`src/common/lic_pkg.sv`:
```
// Purpose: constants for the line interface control/status bank
// Assumes: 25 MHz aclk, AXI4-Lite, word-per-register map
// Notes: register indices are scaled by four for byte addresses
package lic_pkg;
   // ==========================================================
   // Register indices
   localparam logic [7:0] IDX_INFO = 8'h11;
   localparam logic [7:0] IDX_STAT = 8'h16;
   localparam logic [7:0] IDX_MASK = 8'h17;
   localparam logic [7:0] IDX_MODE = 8'h79;
   localparam logic [7:0] IDX_TERM = 8'h7B;
   localparam logic [7:0] IDX_CFG = 8'h7C;
   // ==========================================================
   // Reset values
   localparam logic [7:0] RST_INFO = 8'h00;
   localparam logic [7:0] RST_STAT = 8'h00;
   localparam logic [7:0] RST_MASK = 8'h00;
   localparam logic [7:0] RST_MODE = 8'h00;
   localparam logic [7:0] RST_TERM = 8'h00;
   localparam logic [7:0] RST_CFG = 8'h00;
   // ==========================================================
   // Field positions
   localparam int TERM_RX_LO = 0;
   localparam int TERM_TX_LO = 2;
   localparam int TERM_PS_LO = 4;
   localparam int TERM_INV = 6;
   localparam int TERM_EN = 7;
   localparam int MODE_JSRC = 3;
   localparam int MODE_E1 = 7;
   localparam int CFG_SHORT = 0;
   // Status and mask bit positions
   localparam int ST_TCLK = 0;
   localparam int ST_OPEN = 1;
   localparam int ST_ILIM = 2;
   localparam int ST_CARR = 3;
   localparam int ST_JIT = 4;
   localparam int ST_SIG = 5;
   localparam int ST_TMR = 6;
   localparam int ST_LOW = 7;
   // Synchroniser lanes
   localparam int P_LVL = 0;
   localparam int P_OPEN = 4;
   localparam int P_ILIM = 5;
   localparam int P_CODE = 6;
   localparam int P_CARR = 7;
   localparam int P_JIT = 8;
   localparam int P_SIG = 9;
   localparam int P_LOW = 10;
   localparam int P_TCLK = 11;
   localparam int P_BSTB = 12;
   localparam int P_BERR = 13;
   localparam int P_RXP = 14;
   localparam int P_RXN = 15;
   localparam int NPIN = 16;
   // ==========================================================
   // Timing
   localparam int CLK_NS = 40;
   localparam int TMR_LONG_US = 1000000;
   localparam int TMR_T1_US = 42000;
   localparam int TMR_E1_US = 62500;
   localparam int LOW_US = 50000;
   localparam int CHAN_T1_NS = 5181;
   localparam int CHAN_E1_NS = 3906;
   localparam int TMR_LONG_CYC = TMR_LONG_US / CLK_NS * 1000;
   localparam int TMR_T1_CYC = TMR_T1_US * 1000 / CLK_NS;
   localparam int TMR_E1_CYC = TMR_E1_US * 1000 / CLK_NS;
   localparam int LOW_CYC = LOW_US * 1000 / CLK_NS;
   localparam int CHAN_T1_CYC = CHAN_T1_NS / CLK_NS;
   localparam int CHAN_E1_CYC = CHAN_E1_NS / CLK_NS;
   // Pattern synchroniser figures
   localparam int BS_RUN = 32;
   localparam int BS_WIN = 64;
   localparam int BS_ERR = 6;
   // AXI responses
   localparam logic [1:0] RESP_OK = 2'h0;
   localparam logic [1:0] RESP_ERR = 2'h2;
endpackage : lic_pkg

```
`src/hw/line_interface_ctrl_status.sv`:
```
// Purpose: control and status bank of a T1/E1 line interface
// Assumes: analog flags arrive asynchronously on pins
// Notes: all state in one packed struct
// Overview of operation
// RL1: Rx termination code drives termination select
// RL2: Tx termination code in bits 2-3
// RL3: T1 prescale codes, base set by clock source
// RL4: E1 prescale codes on 2.048 MHz base
// RL5: Invert bit inverts coded line signal
// RL6: Enable bit turns on inverted-mark coding
// RL7: Receive level code reported in real time
// RL8: Open-circuit flag reported in real time
// RL9: Current-limit flag reported, limiter on or off
// RL10: Bit-code detector state reported in real time
// RL11: Pattern sync after 32, lost 6/64
// RL12: Tx clock loss after one channel time
// RL13: Open and current-limit conditions, bits 1-2
// RL14: Carrier loss condition in bit 3
// RL15: Jitter trip event, cleared by status read
// RL16: Signalling change event sets bit 5
// RL17: Timer event at error-count interval
// RL18: Low level after about 50 ms
// RL19: Condition masks enable both edges
// RL20: Event masks enable the interrupt
// RL21: Clock source select steers jitter clock
// RL22: Mode bit selects T1 or E1
// RL23: Interrupt while any enabled bit pending
// RL24: Read clears; next edge raises again
//
// The AXI4-Lite slave port is this design's own decision.
`timescale 1ns/1ps
module line_interface_ctrl_status #(
   parameter int AW = 12,
   parameter int TMR_LONG = lic_pkg::TMR_LONG_CYC,
   parameter int TMR_T1 = lic_pkg::TMR_T1_CYC,
   parameter int TMR_E1 = lic_pkg::TMR_E1_CYC,
   parameter int LOW_HOLD = lic_pkg::LOW_CYC
) (
   input wire logic aclk,
   input wire logic aresetn,
   input wire logic [AW-1:0] s_axi_awaddr,
   input wire logic s_axi_awvalid,
   output logic s_axi_awready,
   input wire logic [31:0] s_axi_wdata,
   input wire logic [3:0] s_axi_wstrb,
   input wire logic s_axi_wvalid,
   output logic s_axi_wready,
   output logic [1:0] s_axi_bresp,
   output logic s_axi_bvalid,
   input wire logic s_axi_bready,
   input wire logic [AW-1:0] s_axi_araddr,
   input wire logic s_axi_arvalid,
   output logic s_axi_arready,
   output logic [31:0] s_axi_rdata,
   output logic [1:0] s_axi_rresp,
   output logic s_axi_rvalid,
   input wire logic s_axi_rready,
   input wire logic [3:0] rx_level_in,
   input wire logic tx_open_circuit,
   input wire logic tx_current_limit_hit,
   input wire logic bit_oriented_code,
   input wire logic rx_carrier_lost,
   input wire logic jitter_near_limit,
   input wire logic rx_sig_change,
   input wire logic level_below_thr,
   input wire logic li_tx_clock_in,
   input wire logic bert_bit_strobe,
   input wire logic bert_bit_error,
   input wire logic rx_line_pos,
   input wire logic rx_line_neg,
   input wire logic tx_pos_in,
   input wire logic tx_neg_in,
   output logic tx_line_pos,
   output logic tx_line_neg,
   output logic rx_pos_out,
   output logic rx_neg_out,
   output logic [1:0] rx_term_sel,
   output logic [1:0] tx_term_sel,
   output logic [1:0] mclk_prescale,
   output logic mclk_base_2048,
   output logic jitter_clk_source_sel,
   output logic line_mode_e1_sel,
   output logic line_code_enable,
   output logic irq
);
   localparam int NP = lic_pkg::NPIN;
   localparam int TW = $clog2(TMR_LONG + 1);
   localparam int LW = $clog2(LOW_HOLD + 1);

   typedef enum {SEL_NONE, SEL_INFO, SEL_STAT, SEL_MASK,
                 SEL_MODE, SEL_TERM, SEL_CFG} sel_t;

   typedef struct packed {
      logic [NP-1:0] s1;
      logic [NP-1:0] s2;
      logic [NP-1:0] s3;
      logic [7:0] term;
      logic [7:0] mode;
      logic [7:0] cfg;
      logic [7:0] mask;
      logic [7:0] stat;
      logic [4:0] cprev;
      logic [TW-1:0] tmr;
      logic [LW-1:0] lcnt;
      logic low;
      logic [7:0] tcnt;
      logic tlost;
      logic [5:0] run;
      logic [5:0] win;
      logic [2:0] errs;
      logic lock;
      logic [AW-1:0] waddr;
      logic aw_have;
      logic [7:0] wdat;
      logic wlane0;
      logic w_have;
      logic awready;
      logic wready;
      logic bvalid;
      logic [1:0] bresp;
      logic arready;
      logic rvalid;
      logic [7:0] rdata;
      logic [1:0] rresp;
      logic txp;
      logic txn;
      logic rxp;
      logic rxn;
      logic base;
      logic irq;
   } st_t;

   st_t s_r;
   st_t s_nxt;
   logic [NP-1:0] pins;

   // Decode shared by the read and write paths
   function automatic sel_t reg_sel(input logic [AW-1:0] a);
      sel_t r;
      r = SEL_NONE;
      if (a[1:0] == 2'h0 && a[AW-1:10] == '0) begin
         unique case (a[9:2])
            lic_pkg::IDX_INFO: r = SEL_INFO;
            lic_pkg::IDX_STAT: r = SEL_STAT;
            lic_pkg::IDX_MASK: r = SEL_MASK;
            lic_pkg::IDX_MODE: r = SEL_MODE;
            lic_pkg::IDX_TERM: r = SEL_TERM;
            lic_pkg::IDX_CFG: r = SEL_CFG;
            default: r = SEL_NONE;
         endcase
      end
      return r;
   endfunction : reg_sel

   assign pins = {rx_line_neg, rx_line_pos, bert_bit_error,
                  bert_bit_strobe, li_tx_clock_in,
                  level_below_thr, rx_sig_change,
                  jitter_near_limit, rx_carrier_lost,
                  bit_oriented_code, tx_current_limit_hit,
                  tx_open_circuit, rx_level_in};

   always_comb begin
      logic e1;
      logic [7:0] info;
      logic [7:0] set;
      logic [7:0] clr;
      logic [4:0] cnow;
      logic tick;
      logic [TW-1:0] tlim;
      logic [7:0] clim;
      logic bstb;
      logic berr;
      logic inv;
      sel_t rs;
      sel_t ws;
      e1 = 1'b0;
      info = 8'h00;
      set = 8'h00;
      clr = 8'h00;
      cnow = 5'h00;
      tick = 1'b0;
      tlim = '0;
      clim = 8'h00;
      bstb = 1'b0;
      berr = 1'b0;
      inv = 1'b0;
      rs = SEL_NONE;
      ws = SEL_NONE;
      s_nxt = s_r;

      // ========================================================
      // Pin synchronisers
      s_nxt.s1 = pins;
      s_nxt.s2 = s_r.s1;
      s_nxt.s3 = s_r.s2;
      e1 = s_r.mode[lic_pkg::MODE_E1]; // [RL22]

      // ========================================================
      // Real-time information
      info = {s_r.lock, s_r.s2[lic_pkg::P_CODE],
              s_r.s2[lic_pkg::P_ILIM],
              s_r.s2[lic_pkg::P_OPEN],
              s_r.s2[lic_pkg::P_LVL +: 4]}; // [RL7] [RL8] [RL9] [RL10]

      // ========================================================
      // Pattern synchroniser
      bstb = s_r.s2[lic_pkg::P_BSTB] & ~s_r.s3[lic_pkg::P_BSTB];
      berr = s_r.s2[lic_pkg::P_BERR];
      if (bstb) begin
         if (!s_r.lock) begin
            if (berr) begin
               s_nxt.run = 6'h00;
            end else if (32'(s_r.run) == lic_pkg::BS_RUN - 1) begin
               s_nxt.lock = 1'b1; // [RL11]
               s_nxt.run = 6'h00;
               s_nxt.win = 6'h00;
               s_nxt.errs = 3'h0;
            end else begin
               s_nxt.run = s_r.run + 6'h01;
            end
         end else begin
            // Fixed 64-bit windows; a cheap stand-in for a sliding one
            if (berr && 32'(s_r.errs) == lic_pkg::BS_ERR - 1) begin
               s_nxt.lock = 1'b0; // [RL11]
               s_nxt.run = 6'h00;
            end else if (32'(s_r.win) == lic_pkg::BS_WIN - 1) begin
               s_nxt.win = 6'h00;
               s_nxt.errs = 3'h0;
            end else begin
               s_nxt.win = s_r.win + 6'h01;
               s_nxt.errs = s_r.errs + {2'h0, berr};
            end
         end
      end

      // ========================================================
      // Transmit clock watchdog
      clim = e1 ? 8'(lic_pkg::CHAN_E1_CYC) : 8'(lic_pkg::CHAN_T1_CYC);
      if (s_r.s2[lic_pkg::P_TCLK] != s_r.s3[lic_pkg::P_TCLK]) begin
         s_nxt.tcnt = 8'h00;
         s_nxt.tlost = 1'b0;
      end else if (s_r.tcnt >= clim) begin
         s_nxt.tlost = 1'b1; // [RL12]
      end else begin
         s_nxt.tcnt = s_r.tcnt + 8'h01;
      end

      // ========================================================
      // Input level filter
      if (!s_r.s2[lic_pkg::P_LOW]) begin
         s_nxt.lcnt = '0;
         s_nxt.low = 1'b0;
      end else if (32'(s_r.lcnt) >= LOW_HOLD - 1) begin
         s_nxt.low = 1'b1; // [RL18]
      end else begin
         s_nxt.lcnt = s_r.lcnt + LW'(1);
      end

      // ========================================================
      // Error-count interval timer
      if (!s_r.cfg[lic_pkg::CFG_SHORT]) begin
         tlim = TW'(TMR_LONG - 1);
      end else begin
         tlim = e1 ? TW'(TMR_E1 - 1) : TW'(TMR_T1 - 1); // [RL17]
      end
      if (s_r.tmr >= tlim) begin
         s_nxt.tmr = '0;
         tick = 1'b1; // [RL17]
      end else begin
         s_nxt.tmr = s_r.tmr + TW'(1);
      end

      // ========================================================
      // Latched status
      cnow = {s_r.low, s_r.s2[lic_pkg::P_CARR],
              s_r.s2[lic_pkg::P_ILIM],
              s_r.s2[lic_pkg::P_OPEN], s_r.tlost};
      s_nxt.cprev = cnow;
      // Conditions latch on either edge
      set[3:0] = cnow[3:0] ^ s_r.cprev[3:0]; // [RL12] [RL13] [RL14] [RL24]
      set[lic_pkg::ST_LOW] = cnow[4] ^ s_r.cprev[4]; // [RL18]
      set[lic_pkg::ST_JIT] = s_r.s2[lic_pkg::P_JIT]
                             & ~s_r.s3[lic_pkg::P_JIT]; // [RL15]
      set[lic_pkg::ST_SIG] = s_r.s2[lic_pkg::P_SIG]
                             & ~s_r.s3[lic_pkg::P_SIG]; // [RL16]
      set[lic_pkg::ST_TMR] = tick; // [RL17]

      // ========================================================
      // AXI4-Lite read
      if (s_r.rvalid && s_axi_rready) begin
         s_nxt.rvalid = 1'b0;
      end
      if (s_r.arready && s_axi_arvalid) begin
         rs = reg_sel(s_axi_araddr);
         s_nxt.rvalid = 1'b1;
         s_nxt.rresp = lic_pkg::RESP_OK;
         unique case (rs)
            SEL_INFO: s_nxt.rdata = info;
            SEL_STAT: begin
               s_nxt.rdata = s_r.stat;
               clr = s_r.stat; // [RL15] [RL24]
            end
            SEL_MASK: s_nxt.rdata = s_r.mask;
            SEL_MODE: s_nxt.rdata = s_r.mode;
            SEL_TERM: s_nxt.rdata = s_r.term;
            SEL_CFG: s_nxt.rdata = s_r.cfg;
            SEL_NONE: begin
               s_nxt.rdata = 8'h00;
               s_nxt.rresp = lic_pkg::RESP_ERR;
            end
         endcase
      end
      // New edge in the read cycle survives the clear
      s_nxt.stat = (s_r.stat & ~clr) | set; // [RL24]

      // ========================================================
      // AXI4-Lite write
      if (s_r.bvalid && s_axi_bready) begin
         s_nxt.bvalid = 1'b0;
      end
      if (s_r.awready && s_axi_awvalid) begin
         s_nxt.waddr = s_axi_awaddr;
         s_nxt.aw_have = 1'b1;
      end
      if (s_r.wready && s_axi_wvalid) begin
         s_nxt.wdat = s_axi_wdata[7:0];
         s_nxt.wlane0 = s_axi_wstrb[0];
         s_nxt.w_have = 1'b1;
      end
      if (s_r.aw_have && s_r.w_have && !s_r.bvalid) begin
         ws = reg_sel(s_r.waddr);
         s_nxt.aw_have = 1'b0;
         s_nxt.w_have = 1'b0;
         s_nxt.bvalid = 1'b1;
         s_nxt.bresp = lic_pkg::RESP_OK;
         unique case (ws)
            SEL_MASK: begin
               if (s_r.wlane0) begin
                  s_nxt.mask = s_r.wdat; // [RL19] [RL20]
               end
            end
            SEL_MODE: begin
               if (s_r.wlane0) begin
                  s_nxt.mode = s_r.wdat; // [RL21] [RL22]
               end
            end
            SEL_TERM: begin
               if (s_r.wlane0) begin
                  s_nxt.term = s_r.wdat; // [RL1] [RL2]
               end
            end
            SEL_CFG: begin
               if (s_r.wlane0) begin
                  s_nxt.cfg = s_r.wdat;
               end
            end
            SEL_INFO, SEL_STAT: begin
               // Read-only; status clears only by reading
            end
            SEL_NONE: s_nxt.bresp = lic_pkg::RESP_ERR;
         endcase
      end
      // One address and one data beat held at a time
      s_nxt.awready = ~s_nxt.aw_have;
      s_nxt.wready = ~s_nxt.w_have;
      s_nxt.arready = ~s_nxt.rvalid;
      s_nxt.base = s_nxt.mode[lic_pkg::MODE_E1] | s_nxt.mode[lic_pkg::MODE_JSRC]; // [RL3] [RL4]

      // ========================================================
      // Coded line path
      inv = s_r.term[lic_pkg::TERM_EN] & s_r.term[lic_pkg::TERM_INV]; // [RL5] [RL6]
      s_nxt.txp = tx_pos_in ^ inv; // [RL5]
      s_nxt.txn = tx_neg_in ^ inv;
      s_nxt.rxp = s_r.s2[lic_pkg::P_RXP] ^ inv; // [RL5]
      s_nxt.rxn = s_r.s2[lic_pkg::P_RXN] ^ inv;

      // ========================================================
      // Interrupt
      s_nxt.irq = |(s_nxt.stat & s_r.mask); // [RL19] [RL20] [RL23]
   end

   always_ff @(posedge aclk) begin
      if (!aresetn) begin
         s_r <= '0;
         s_r.term <= lic_pkg::RST_TERM;
         s_r.mode <= lic_pkg::RST_MODE;
         s_r.cfg <= lic_pkg::RST_CFG;
         s_r.mask <= lic_pkg::RST_MASK;
         s_r.stat <= lic_pkg::RST_STAT;
      end else begin
         s_r <= s_nxt;
      end
   end

   // ==========================================================
   // Outputs
   assign s_axi_awready = s_r.awready;
   assign s_axi_wready = s_r.wready;
   assign s_axi_bvalid = s_r.bvalid;
   assign s_axi_bresp = s_r.bresp;
   assign s_axi_arready = s_r.arready;
   assign s_axi_rvalid = s_r.rvalid;
   assign s_axi_rdata = {24'h000000, s_r.rdata};
   assign s_axi_rresp = s_r.rresp;
   assign tx_line_pos = s_r.txp;
   assign tx_line_neg = s_r.txn;
   assign rx_pos_out = s_r.rxp;
   assign rx_neg_out = s_r.rxn;
   assign rx_term_sel = s_r.term[lic_pkg::TERM_RX_LO +: 2]; // [RL1]
   assign tx_term_sel = s_r.term[lic_pkg::TERM_TX_LO +: 2]; // [RL2]
   assign mclk_prescale = s_r.term[lic_pkg::TERM_PS_LO +: 2]; // [RL3] [RL4]
   // E1 always runs on the 2.048 MHz family
   assign mclk_base_2048 = s_r.base; // [RL3] [RL4]
   assign jitter_clk_source_sel = s_r.mode[lic_pkg::MODE_JSRC]; // [RL21]
   assign line_mode_e1_sel = s_r.mode[lic_pkg::MODE_E1]; // [RL22]
   assign line_code_enable = s_r.term[lic_pkg::TERM_EN]; // [RL6]
   assign irq = s_r.irq;
endmodule : line_interface_ctrl_status

```
`config.mk`:
```
export PLATFORM = sky130hd
export DESIGN_NAME = line_interface_ctrl_status
export DESIGN_NICKNAME = d
export VERILOG_FILES = /design/src/common/lic_pkg.sv /design/src/hw/line_interface_ctrl_status.sv
export SDC_FILE = /design/constraint.sdc
export NUM_CORES = 1
export LEC_CHECK = 0
export BUFFER_PORTS_ARGS = -buffer_cell sky130_fd_sc_hd__buf_4
export CAP_MARGIN = 20
export CORE_ASPECT_RATIO = 1.25
export CORE_MARGIN = 4
export CORE_UTILIZATION = 57
export CTS_CLUSTER_DIAMETER = 100
export DETAILED_ROUTE_END_ITERATION = 8
export PLACE_DENSITY = 0.82
export SYNTH_ARGS = -nofsm -noshare
export SYNTH_HDL_FRONTEND = slang
export SYNTH_SLANG_ARGS = --single-unit
```
`constraint.sdc`:
```
create_clock -name aclk -period 2.7 [get_ports aclk]
set_input_delay 0.405 -clock aclk [delete_from_list [all_inputs] [get_ports aclk]]
set_output_delay 0.405 -clock aclk [all_outputs]
set_load 0.05 [all_outputs]
```
==> impl_metrics.ini, run 1 <==
[critical_path]
critPathRequiredTime_ns = 3.08
critPathSlowestCell = dfxtp_1
worstPathArrival_ns = 2.83
cp_cell_sequence = inv_1, nor2_1, ha_1, a21o_1, a21o_1, a22oi_1, nand3_1, or2_2, buf_12, nor2_1
path_class = reg2reg
critPathLaunchType = register
cpPeakStageDelay_ns = 0.38
end_kind = register
path_max_fanout = 20

[synth]
synthXorXnorAreaFrac_pct = 5.694
synthMuxAreaShare_pct = 5.101
synth_compound_area_share_pct = 10.81
syn_inst = 1009
synth_adder_area_share_pct = 4.412
yosysSeqAreaShare_pct = 43.46
ys_async_sr_fraction_pct = 0
synth_flop_cell = dfxtp_1
yosysUniqueCellTypes = 61
synth_edf_count = 0
syn-cell-area_um2 = 9075
syn_area_per_cell_um2 = 8.994
synth_top_area_share_pct = 43.46
synth_simple_gate_area_share_pct = 24.43
ys_ff_latch = 197
yosysWarningCount = 0
yosys.area.top_type = dfxtp_1
synth_top_family_by_area = simple AND/OR/NAND/NOR gates
synthTopCellsByArea = dfxtp_1 (43%), mux2i_1 (4.9%), nand2_1 (4.8%), ha_1 (4.4%), nor2_1 (3.7%)

[floorplanning]
core_region_area_um2 = 15630
start_util_pct = 58.05
dieHeight_um = 149.1
row_count = 51
dieArea_um2 = 18020
ios = 141
die_x_um = 120.9

[clocking]
cts_buffers = 17
clk_pin_slew_ns = 0.07
root_buffer = clkbuf_16
cts_sinks = 197
cts_max_path_buffers = 2
clk_latency_ns = 0.44
cts_setup_buffers = 0
h-tree-depth = 4
cts_tree = built
cts_resized = 0
hold_buffers = 0

[layout]
diodes = 0
drive_above_1_share_pct = 14.22
areaGrowthSynthToFinish_pct = 14.37
finalInstanceArea_um2 = 10380
nets = 1194

[global_routing]
first_global_vias = 6831
grt_antenna_before_repair = 0
overflow = 0
grt_first_pass_wirelength_um = 31850
grtUsageTotal_pct = 21.70
grt_max_degree = 75

[route]
drt_iter0_drc = 397
first_pass_iters = 5
via_per_inst = 5.436
vias = 7078
drc_errors = 0
wl_per_cell_um = 14.67
routed_wl_um = 19100
antenna_left = 0

[timing]
max_freq_mhz = 407.8
min_period_ns = 2.452
fin_crit_sh_pct = 90.81
clock-skew-final_ns = 0.006097
hold_viol = 0
finalMaxSlewViolations = 0
setup_violations = 0
rsz0062_at_grt = false
setup_tns_ns = 0
worst_slew_pin_slew_ns = 0.6740
slew_headroom_pct = 55.07

[pwr]
ir_worst_vdd_v = 0.0004618
p_leak_nw = 4.122
power_density_nw_per_um2 = 582.1

[placement]
dp_hpwl_um = 13760
placement.io_buffers = 87
place.gp.congestion = 0.8564
placed_cell_area_um2 = 9778

[job]
max_cap_violations = 0

[outcome]
status = finished clean

[hold_path]
hp-class = in2reg
[sequential cells by signal, summed over array words and instances (netlist names)]
| register | flops |
|---|---|
| jitter_clk_source_sel | 1 |
| s_axi_rresp | 1 |
| s_axi_wready | 1 |
| mclk_prescale | 2 |
| rx_pos_out | 1 |
| rx_neg_out | 1 |
| tx_term_sel | 2 |
| s_nxt | 34 |
| mclk_base_2048 | 1 |
| tx_line_neg | 1 |
| s_r | 133 |
| rx_term_sel | 2 |
| line_mode_e1_sel | 1 |
| s_axi_rdata | 8 |
| s_axi_rvalid | 1 |
| irq | 1 |
| s_axi_arready | 1 |
| s_axi_awready | 1 |
| s_axi_bvalid | 1 |
| line_code_enable | 1 |
| s_axi_bresp | 1 |
| tx_line_pos | 1 |
[layer usage]
metal  wire (um)  global-route usage (%)
met2        9781                   38.64
met4         426                   8.333
met3         823                   5.349
met5           0                       0
met1        8067                   24.95
[kinds of logic after synthesis]
family / count (synthesis)
flip-flops: 197
AND/OR/NAND/NOR: 430
adder cells (fa/ha/maj): 32
multiplexers: 46
AO/OA/AOI/OAI: 144
other: 1
XOR/XNOR: 59
buffers and inverters: 100
[cell type report]
cell class,instances,area (um2)
fillers,1297,5255
multi-input cells,737,4681
flip-flops and latches,197,3944
repair buffers,106,820.8
clock buffers,17,425.4
well taps,212,265.3
clock inverters,15,175.2
inverters,18,67.56
[Yosys cell counts, drive strengths merged, types with 6 or more instances]
cell type	instances
a21boi	27
a21oi	43
a221oi	8
and2	52
and3	11
buf	50
clkbuf	32
dfxtp	197
ha	32
inv	18
mux2i	44
nand2	117
nand2b	10
nand3	33
nand4	23
nor2	89
nor2b	39
nor3	15
nor4	12
o21a	6
o21ai	15
o221ai	8
o31ai	7
or4	6
xnor2	28
xor2	31
[final timing paths]
path / startpoint / to / slack [ns] / cells past startpoint
max: s_r[139] / s_r[102] / 0.25 / 10
min: rx_level_in[1] / s_nxt[180] / 0.17 / 2
max reg2reg: s_r[139] / s_r[102] / 0.25 / 10
min reg2reg: s_nxt[189] / s_nxt[173] / 0.43 / 1
[through the flow]
| step | power [mW] | utilization (%) | std cells | worst slack (ns) | hold WS [ns] |
|---|---|---|---|---|---|
| floorplan | 3.448 | - | 1034 | 0.01303 | 0.4119 |
| global placement | 3.556 | 62.54 | 1270 | 0.3277 | 0.4141 |
| CTS | 6.083 | 66.39 | 1302 | 0.2455 | 0.1561 |
| detailed placement | 3.567 | 62.54 | 1270 | 0.2674 | 0.4185 |
| finish | 6.041 | 66.39 | 1302 | 0.2481 | 0.1716 |
| global route | 6.253 | 66.39 | 1302 | 0.06809 | 0.1590 |
[where the power goes]
group | leakage (nW) | total [mW] | switching (mW) | internal, mW
logic | 2.24 | 0.467 | 0.295 | 0.172
registers | 1.60 | 3.03 | 0.0542 | 2.98
clock network | 0.284 | 2.54 | 1.15 | 1.39
[cell usage in the layout (no fill, tap or decap), drive strengths merged, types with 17 or more instances in the layout]
cell and instances:
a21boi 27, a21oi 43, and2 52, buf 106, clkbuf 17, conb 26, dfxtp 197, ha 32
inv 21, mux2i 44, nand2 117, nand3 33, nand4 23, nor2 89, nor2b 39, xnor2 28
xor2 31
[critical path: cells and delay by family, from the launching register on]
family                     cells  cell delay (ns)
AOI/OAI and AO/OA              3             0.56
adders and majority gates      1             0.31
buffers and inverters          2             0.29
DFF                            1             0.38
and+or+nand+nor                4             0.85
No activity file was read; power rests on OpenSTA's default activity.
==> inputs of run 2 (changes only) <==
--- a/config.mk
+++ b/config.mk
@@ -10,6 +10,7 @@
 export CORE_ASPECT_RATIO = 1.25
 export CORE_MARGIN = 4
 export CORE_UTILIZATION = 57
+export CTS_BUF_LIST = sky130_fd_sc_hd__clkbuf_8
 export CTS_CLUSTER_DIAMETER = 100
 export DETAILED_ROUTE_END_ITERATION = 8
 export PLACE_DENSITY = 0.82
==> run 2 against run 1 <==
Sequential share of layout area increased by 0.71 points. Wire length decreased by 0.88%. Clock power decreased by 24%. Largest power group unchanged.
==> impl_metrics.ini, run 2 (same netlist as run 1, synthesis figures left out) <==
[clocking]
cts_sinks = 197
cts_resized = 0
cts_tree = built
h-tree-depth = 4
cts_buffers = 17
clk_latency_ns = 0.47
clk_pin_slew_ns = 0.10
cts_max_path_buffers = 2
root_buffer = clkbuf_8
cts_setup_buffers = 0
hold_buffers = 0

[timing]
fin_crit_sh_pct = 91.65
min_period_ns = 2.475
slew_headroom_pct = 56.81
setup_tns_ns = 0
fin_hold_ws_ns = 0.1284
finalMaxSlewViolations = 0
hold_viol = 0
worst_slew_pin_slew_ns = 0.6479
rsz0062_at_grt = false
clock-skew-final_ns = 0.008184
setup_violations = 0
max_freq_mhz = 404.1

[floorplanning]
dieHeight_um = 149.1
start_util_pct = 58.05
dieArea_um2 = 18020
ios = 141
core_region_area_um2 = 15630
die_x_um = 120.9
row_count = 51

[layout]
diodes = 0
finalNonFillerCells = 1302
utilization_pct = 65.16
final_common_cell = dfxtp_1
largest_reg_flops = 133
areaGrowthSynthToFinish_pct = 12.26
drive_above_1_share_pct = 14.22
top_register = s_r
mostFrequentLayoutCells = dfxtp_1 (197), nand2_1 (115), buf_4 (104)
nets = 1194
nFillCells = 1329

[pwr]
ir_worst_vdd_v = 0.0004112
pwr-share-comb_pct = 8.6
seqPwrFrac_pct = 56.0
power_density_nw_per_um2 = 531.3
internal_power_mw = 3.994
p_switching_mw = 1.418
p_leak_nw = 4.035
finalPower_mw = 5.413
swShare_pct = 26.20
p_clk_share_pct = 35.4

[global_routing]
grt_first_pass_wirelength_um = 31520
grtUsageTotal_pct = 21.46
grtUsageMet3_pct = 4.742
overflow = 0
grt_max_degree = 75
first_global_vias = 6789
met2_usage_pct = 37.83
grt_antenna_before_repair = 0
use_met1_pct = 24.93
grt_busiest_layer = met2

[critical_path]
end_kind = register
critPathSlowestCell = dfxtp_1
cpPeakStageDelay_ns = 0.39
path_class = reg2reg
path_max_fanout = 20
critPathLaunchType = register
worstReg2RegStart = s_r[139]
worstPathArrival_ns = 2.89
r2r_slack_ns = 0.23
critPathRequiredTime_ns = 3.11
r2r_cells = 10
cp_cell_sequence = inv_1, nor2_1, ha_1, a21o_1, a21o_1, a22oi_1, nand3_1, or2_2, buf_12, nor2_1
r2r_end = s_r[103]

[placement]
placement.io_buffers = 87
dpl.cell_count = 1270
dp_hpwl_um = 13760
place.gp.congestion = 0.8564

[job]
max_cap_violations = 0

[route]
first_pass_iters = 7
antenna_left = 0
wl_per_cell_um = 14.54
drt_iter0_drc = 397
routed_wl_um = 18930
drc_errors = 0
via_per_inst = 5.400
vias = 7031

[hold_path]
hp-class = in2reg
hold_path_end = s_nxt[181]
hold_depth = 2
hp-start = rx_level_in[2]

[outcome]
status = finished clean
[run 2: cell counts in the layout (fill, tap and decap cells not counted)]
Identical to the previous run, type by type.
[run 2: power by group through the flow]
| stage | registers, mW | clock network (mW) | logic (mW) |
|---|---|---|---|
| 5_1_grt | 3.04 | 2.09 | 0.508 |
| 6_report | 3.03 | 1.92 | 0.467 |
| 3_5_place_dp | 3.10 | 0 | 0.469 |
| 2_1_floorplan | 3.11 | 0 | 0.341 |
| 4_1_cts | 3.03 | 1.96 | 0.470 |
| 3_3_place_gp | 3.10 | 0 | 0.461 |
[run 2: worst max-delay path, delay by kind of cell, from the launching register on]
kind / cells / cell delay, ns
compound gates: 3 / 0.56
fa+ha+maj: 1 / 0.31
buf+inv: 2 / 0.29
flops: 1 / 0.39
simple gates: 4 / 0.86
[run 2: area by class of cell]
class	count	area (um2)	area share, %
flip-flops and latches	197	3944	38.71
well taps	212	265.3	2.604
inverters	18	67.56	0.6632
repair buffers	106	820.8	8.057
clock buffers	17	234.0	2.297
multi-input cells	737	4681	45.95
clock inverters	15	175.2	1.719
[run 2: stage by stage]
stage / cell area, um2 / worst slack [ns]
floorplan: 9169 / 0.01303
global placement: 9778 / 0.3277
detailed placement: 9778 / 0.2674
CTS: 10190 / 0.2361
global route: 10190 / 0.05197
finish: 10190 / 0.2253
[run 2: metal layers]
metal,up-vias,share of wire (%)
met5,-,0
met4,0,2.3
met3,33,4.5
met2,146,51
met1,3314,42
li1,3538,-
[run 2: worst max path at each step]
stage	cells after the start	slack (ns)	endpoint	startpoint
2_1_floorplan	10	0.01	s_r[100]	line_mode_e1_sel
3_3_place_gp	10	0.33	s_r[99]	s_r[139]
3_5_place_dp	10	0.27	s_r[102]	s_r[139]
4_1_cts	10	0.24	s_r[102]	s_r[139]
5_1_grt	10	0.05	s_r[103]	s_r[139]
6_report	10	0.23	s_r[103]	s_r[139]
==> inputs of run 3 (changes only) <==
--- a/config.mk
+++ b/config.mk
@@ -14,6 +14,7 @@
 export CTS_CLUSTER_DIAMETER = 100
 export DETAILED_ROUTE_END_ITERATION = 8
 export PLACE_DENSITY = 0.82
+export RECOVER_POWER = 50
 export SYNTH_ARGS = -nofsm -noshare
 export SYNTH_HDL_FRONTEND = slang
 export SYNTH_SLANG_ARGS = --single-unit
==> constraint.sdc (replaced) <==
create_clock -name aclk -period 2.7 [get_ports aclk]
set_input_delay 0.27 -clock aclk [delete_from_list [all_inputs] [get_ports aclk]]
set_output_delay 0.27 -clock aclk [all_outputs]
set_load 0.05 [all_outputs]
==> run 3 against run 2 <==
Combinational power hardly changed. Critical path type unchanged. Register-to-register slack hardly changed. First-iteration DRC count is 9.1% higher. Critical path depth stayed put. Global-route usage is 0.47 points lower. Wire length is 3.7% lower. Final area is 0.15% higher. Flip-flop and latch count stayed put. Via count is 0.17% lower. Sequential power hardly changed. Clock power is 6% lower.
==> impl_metrics.ini, run 3 (same netlist as run 1, synthesis figures left out) <==
[outcome]
status = finished clean

[clocking]
root_buffer = clkbuf_8
clk_pin_slew_ns = 0.10
h-tree-depth = 4
cts_sinks = 197
clk_latency_ns = 0.47
cts_setup_buffers = 0
cts_buffers = 17
cts_max_path_buffers = 2
cts_tree = built

[job]
max_cap_violations = 0

[critical_path]
worstReg2RegStart = s_r[139]
end_kind = register
critPathRequiredTime_ns = 3.10
cpPeakStageDelay_ns = 0.44
path_class = reg2reg
cp_cell_sequence = inv_1, nor2_1, ha_1, a21o_1, a21o_1, a22oi_1, nand3_1, or2_2, buf_12, nor2_1
cp_top_family = simple AND/OR/NAND/NOR gates
critPathLaunchType = register
r2r_end = s_r[104]
r2r_cells = 10
worst-path-buf-inv = 2
path_max_fanout = 20
worstPathArrival_ns = 2.88
r2r_slack_ns = 0.23
critPathSlowestCell = dfxtp_1

[route]
vias = 7019
via_per_inst = 5.317
drt_iter0_drc = 433
routed_wl_um = 18230
first_pass_iters = 5
wl_per_cell_um = 13.81
drc_errors = 0
antenna_left = 0

[pwr]
finalPower_mw = 5.309
power_density_nw_per_um2 = 520.3
ir_worst_vdd_v = 0.0003912
p_leak_nw = 3.947

[timing]
rsz0062_at_grt = false
slew_headroom_pct = 20.27
worst_slew_pin_slew_ns = 1.196
setup_tns_ns = 0
hold_viol = 0
min_period_ns = 2.475
setup_violations = 0
max_freq_mhz = 404.1
finalMaxSlewViolations = 0
fin_crit_sh_pct = 91.66
clock-skew-final_ns = 0.01026

[global_routing]
first_global_vias = 6684
grt_max_degree = 76
grt_first_pass_wirelength_um = 30790
grtUsageTotal_pct = 21.00
overflow = 0
grt_antenna_before_repair = 0

[layout]
nFillCells = 1255
largest_reg_flops = 133
drive_above_1_share_pct = 11.28
finalInstanceArea_um2 = 10200
diodes = 0
utilization_pct = 65.26
nets = 1212
areaGrowthSynthToFinish_pct = 12.42
mostFrequentLayoutCells = dfxtp_1 (197), nand2_1 (115), nor2_1 (89)
final_common_cell = dfxtp_1
top_register = s_r

[hold_path]
hp-start = s_axi_awaddr[6]
hold_path_end = s_r[40]
hp-class = in2reg
hold_depth = 3

[floorplanning]
dieHeight_um = 149.1
row_count = 51
dieArea_um2 = 18020
ios = 141
core_region_area_um2 = 15630
die_x_um = 120.9
start_util_pct = 58.05

[placement]
dp_hpwl_um = 13300
placement.io_buffers = 87
placed_cell_area_um2 = 9793
place.gp.congestion = 0.8310
==> run 3: cell types whose count changed in the layout (fill, tap and decap cells not counted), sizes merged <==
cell         change
dlygate4sd3     +16
bufinv           -1
clkbuf          +32
buf             -30
inv              +4
clkinv           -3
==> run 3: through the flow <==
step                cells  setup slack (ns)  hold WS [ns]
floorplan            1034           0.01303        0.3973
global route         1320           0.04285       0.03688
CTS                  1318            0.2057      0.001470
detailed placement   1272            0.2332        0.4184
finish               1320            0.2253       0.05424
global placement     1272            0.2844        0.4148
==> run 3: cell type report <==
cell class	instances	area (um2)	area share (%)
clock buffer	17	234.0	2.293
sequential	197	3944	38.66
inverter	18	67.56	0.6623
tap	212	265.3	2.600
timing repair buffer	124	864.6	8.474
multi-input combinational	737	4681	45.88
clock inverter	15	146.4	1.435
==> run 3: worst reg2reg max path, cell delays in order (launching register included) <==
cell     delay, ns
dfxtp_1       0.44
inv_1         0.13
nor2_1        0.28
ha_1          0.31
a21o_1        0.16
a21o_1        0.16
a22oi_1       0.22
nand3_1       0.10
or2_2         0.33
buf_12        0.16
nor2_1        0.11
==> run 3: timing repair <==
action | 4_1_cts | 5_1_grt
resized for setup | 0 | 0
hold buffers | 14 | 2
hold endpoints to repair | 14 | 2
==> run 3: report_power, final <==
group | total [mW] | internal (mW) | leakage (nW) | switching (mW)
Sequential | 3.03 | 2.98 | 1.60 | 0.0527
Combinational | 0.467 | 0.169 | 2.16 | 0.298
Clock | 1.81 | 0.752 | 0.187 | 1.06
==> run 3: routing by layer <==
layer | vias to the layer above | routed length [um] | track usage, %
met5 | - | 0 | 0
met4 | 0 | 477 | 8.447
li1 | 3582 | - | -
met1 | 3248 | 7624 | 25.39
met2 | 154 | 9290 | 36.02
met3 | 35 | 840 | 4.818
==> run 3: worst max path at each step <==
| stage | start | to | cells after the start | slack [ns] |
|---|---|---|---|---|
| finish | s_r[139] | s_r[104] | 10 | 0.23 |
| CTS | s_r[139] | s_r[104] | 10 | 0.21 |
| floorplan | line_mode_e1_sel | s_r[100] | 10 | 0.01 |
| global placement | s_r[139] | s_r[105] | 10 | 0.28 |
| global route | s_r[139] | s_r[102] | 10 | 0.04 |
| detailed placement | s_r[139] | s_r[111] | 10 | 0.23 |
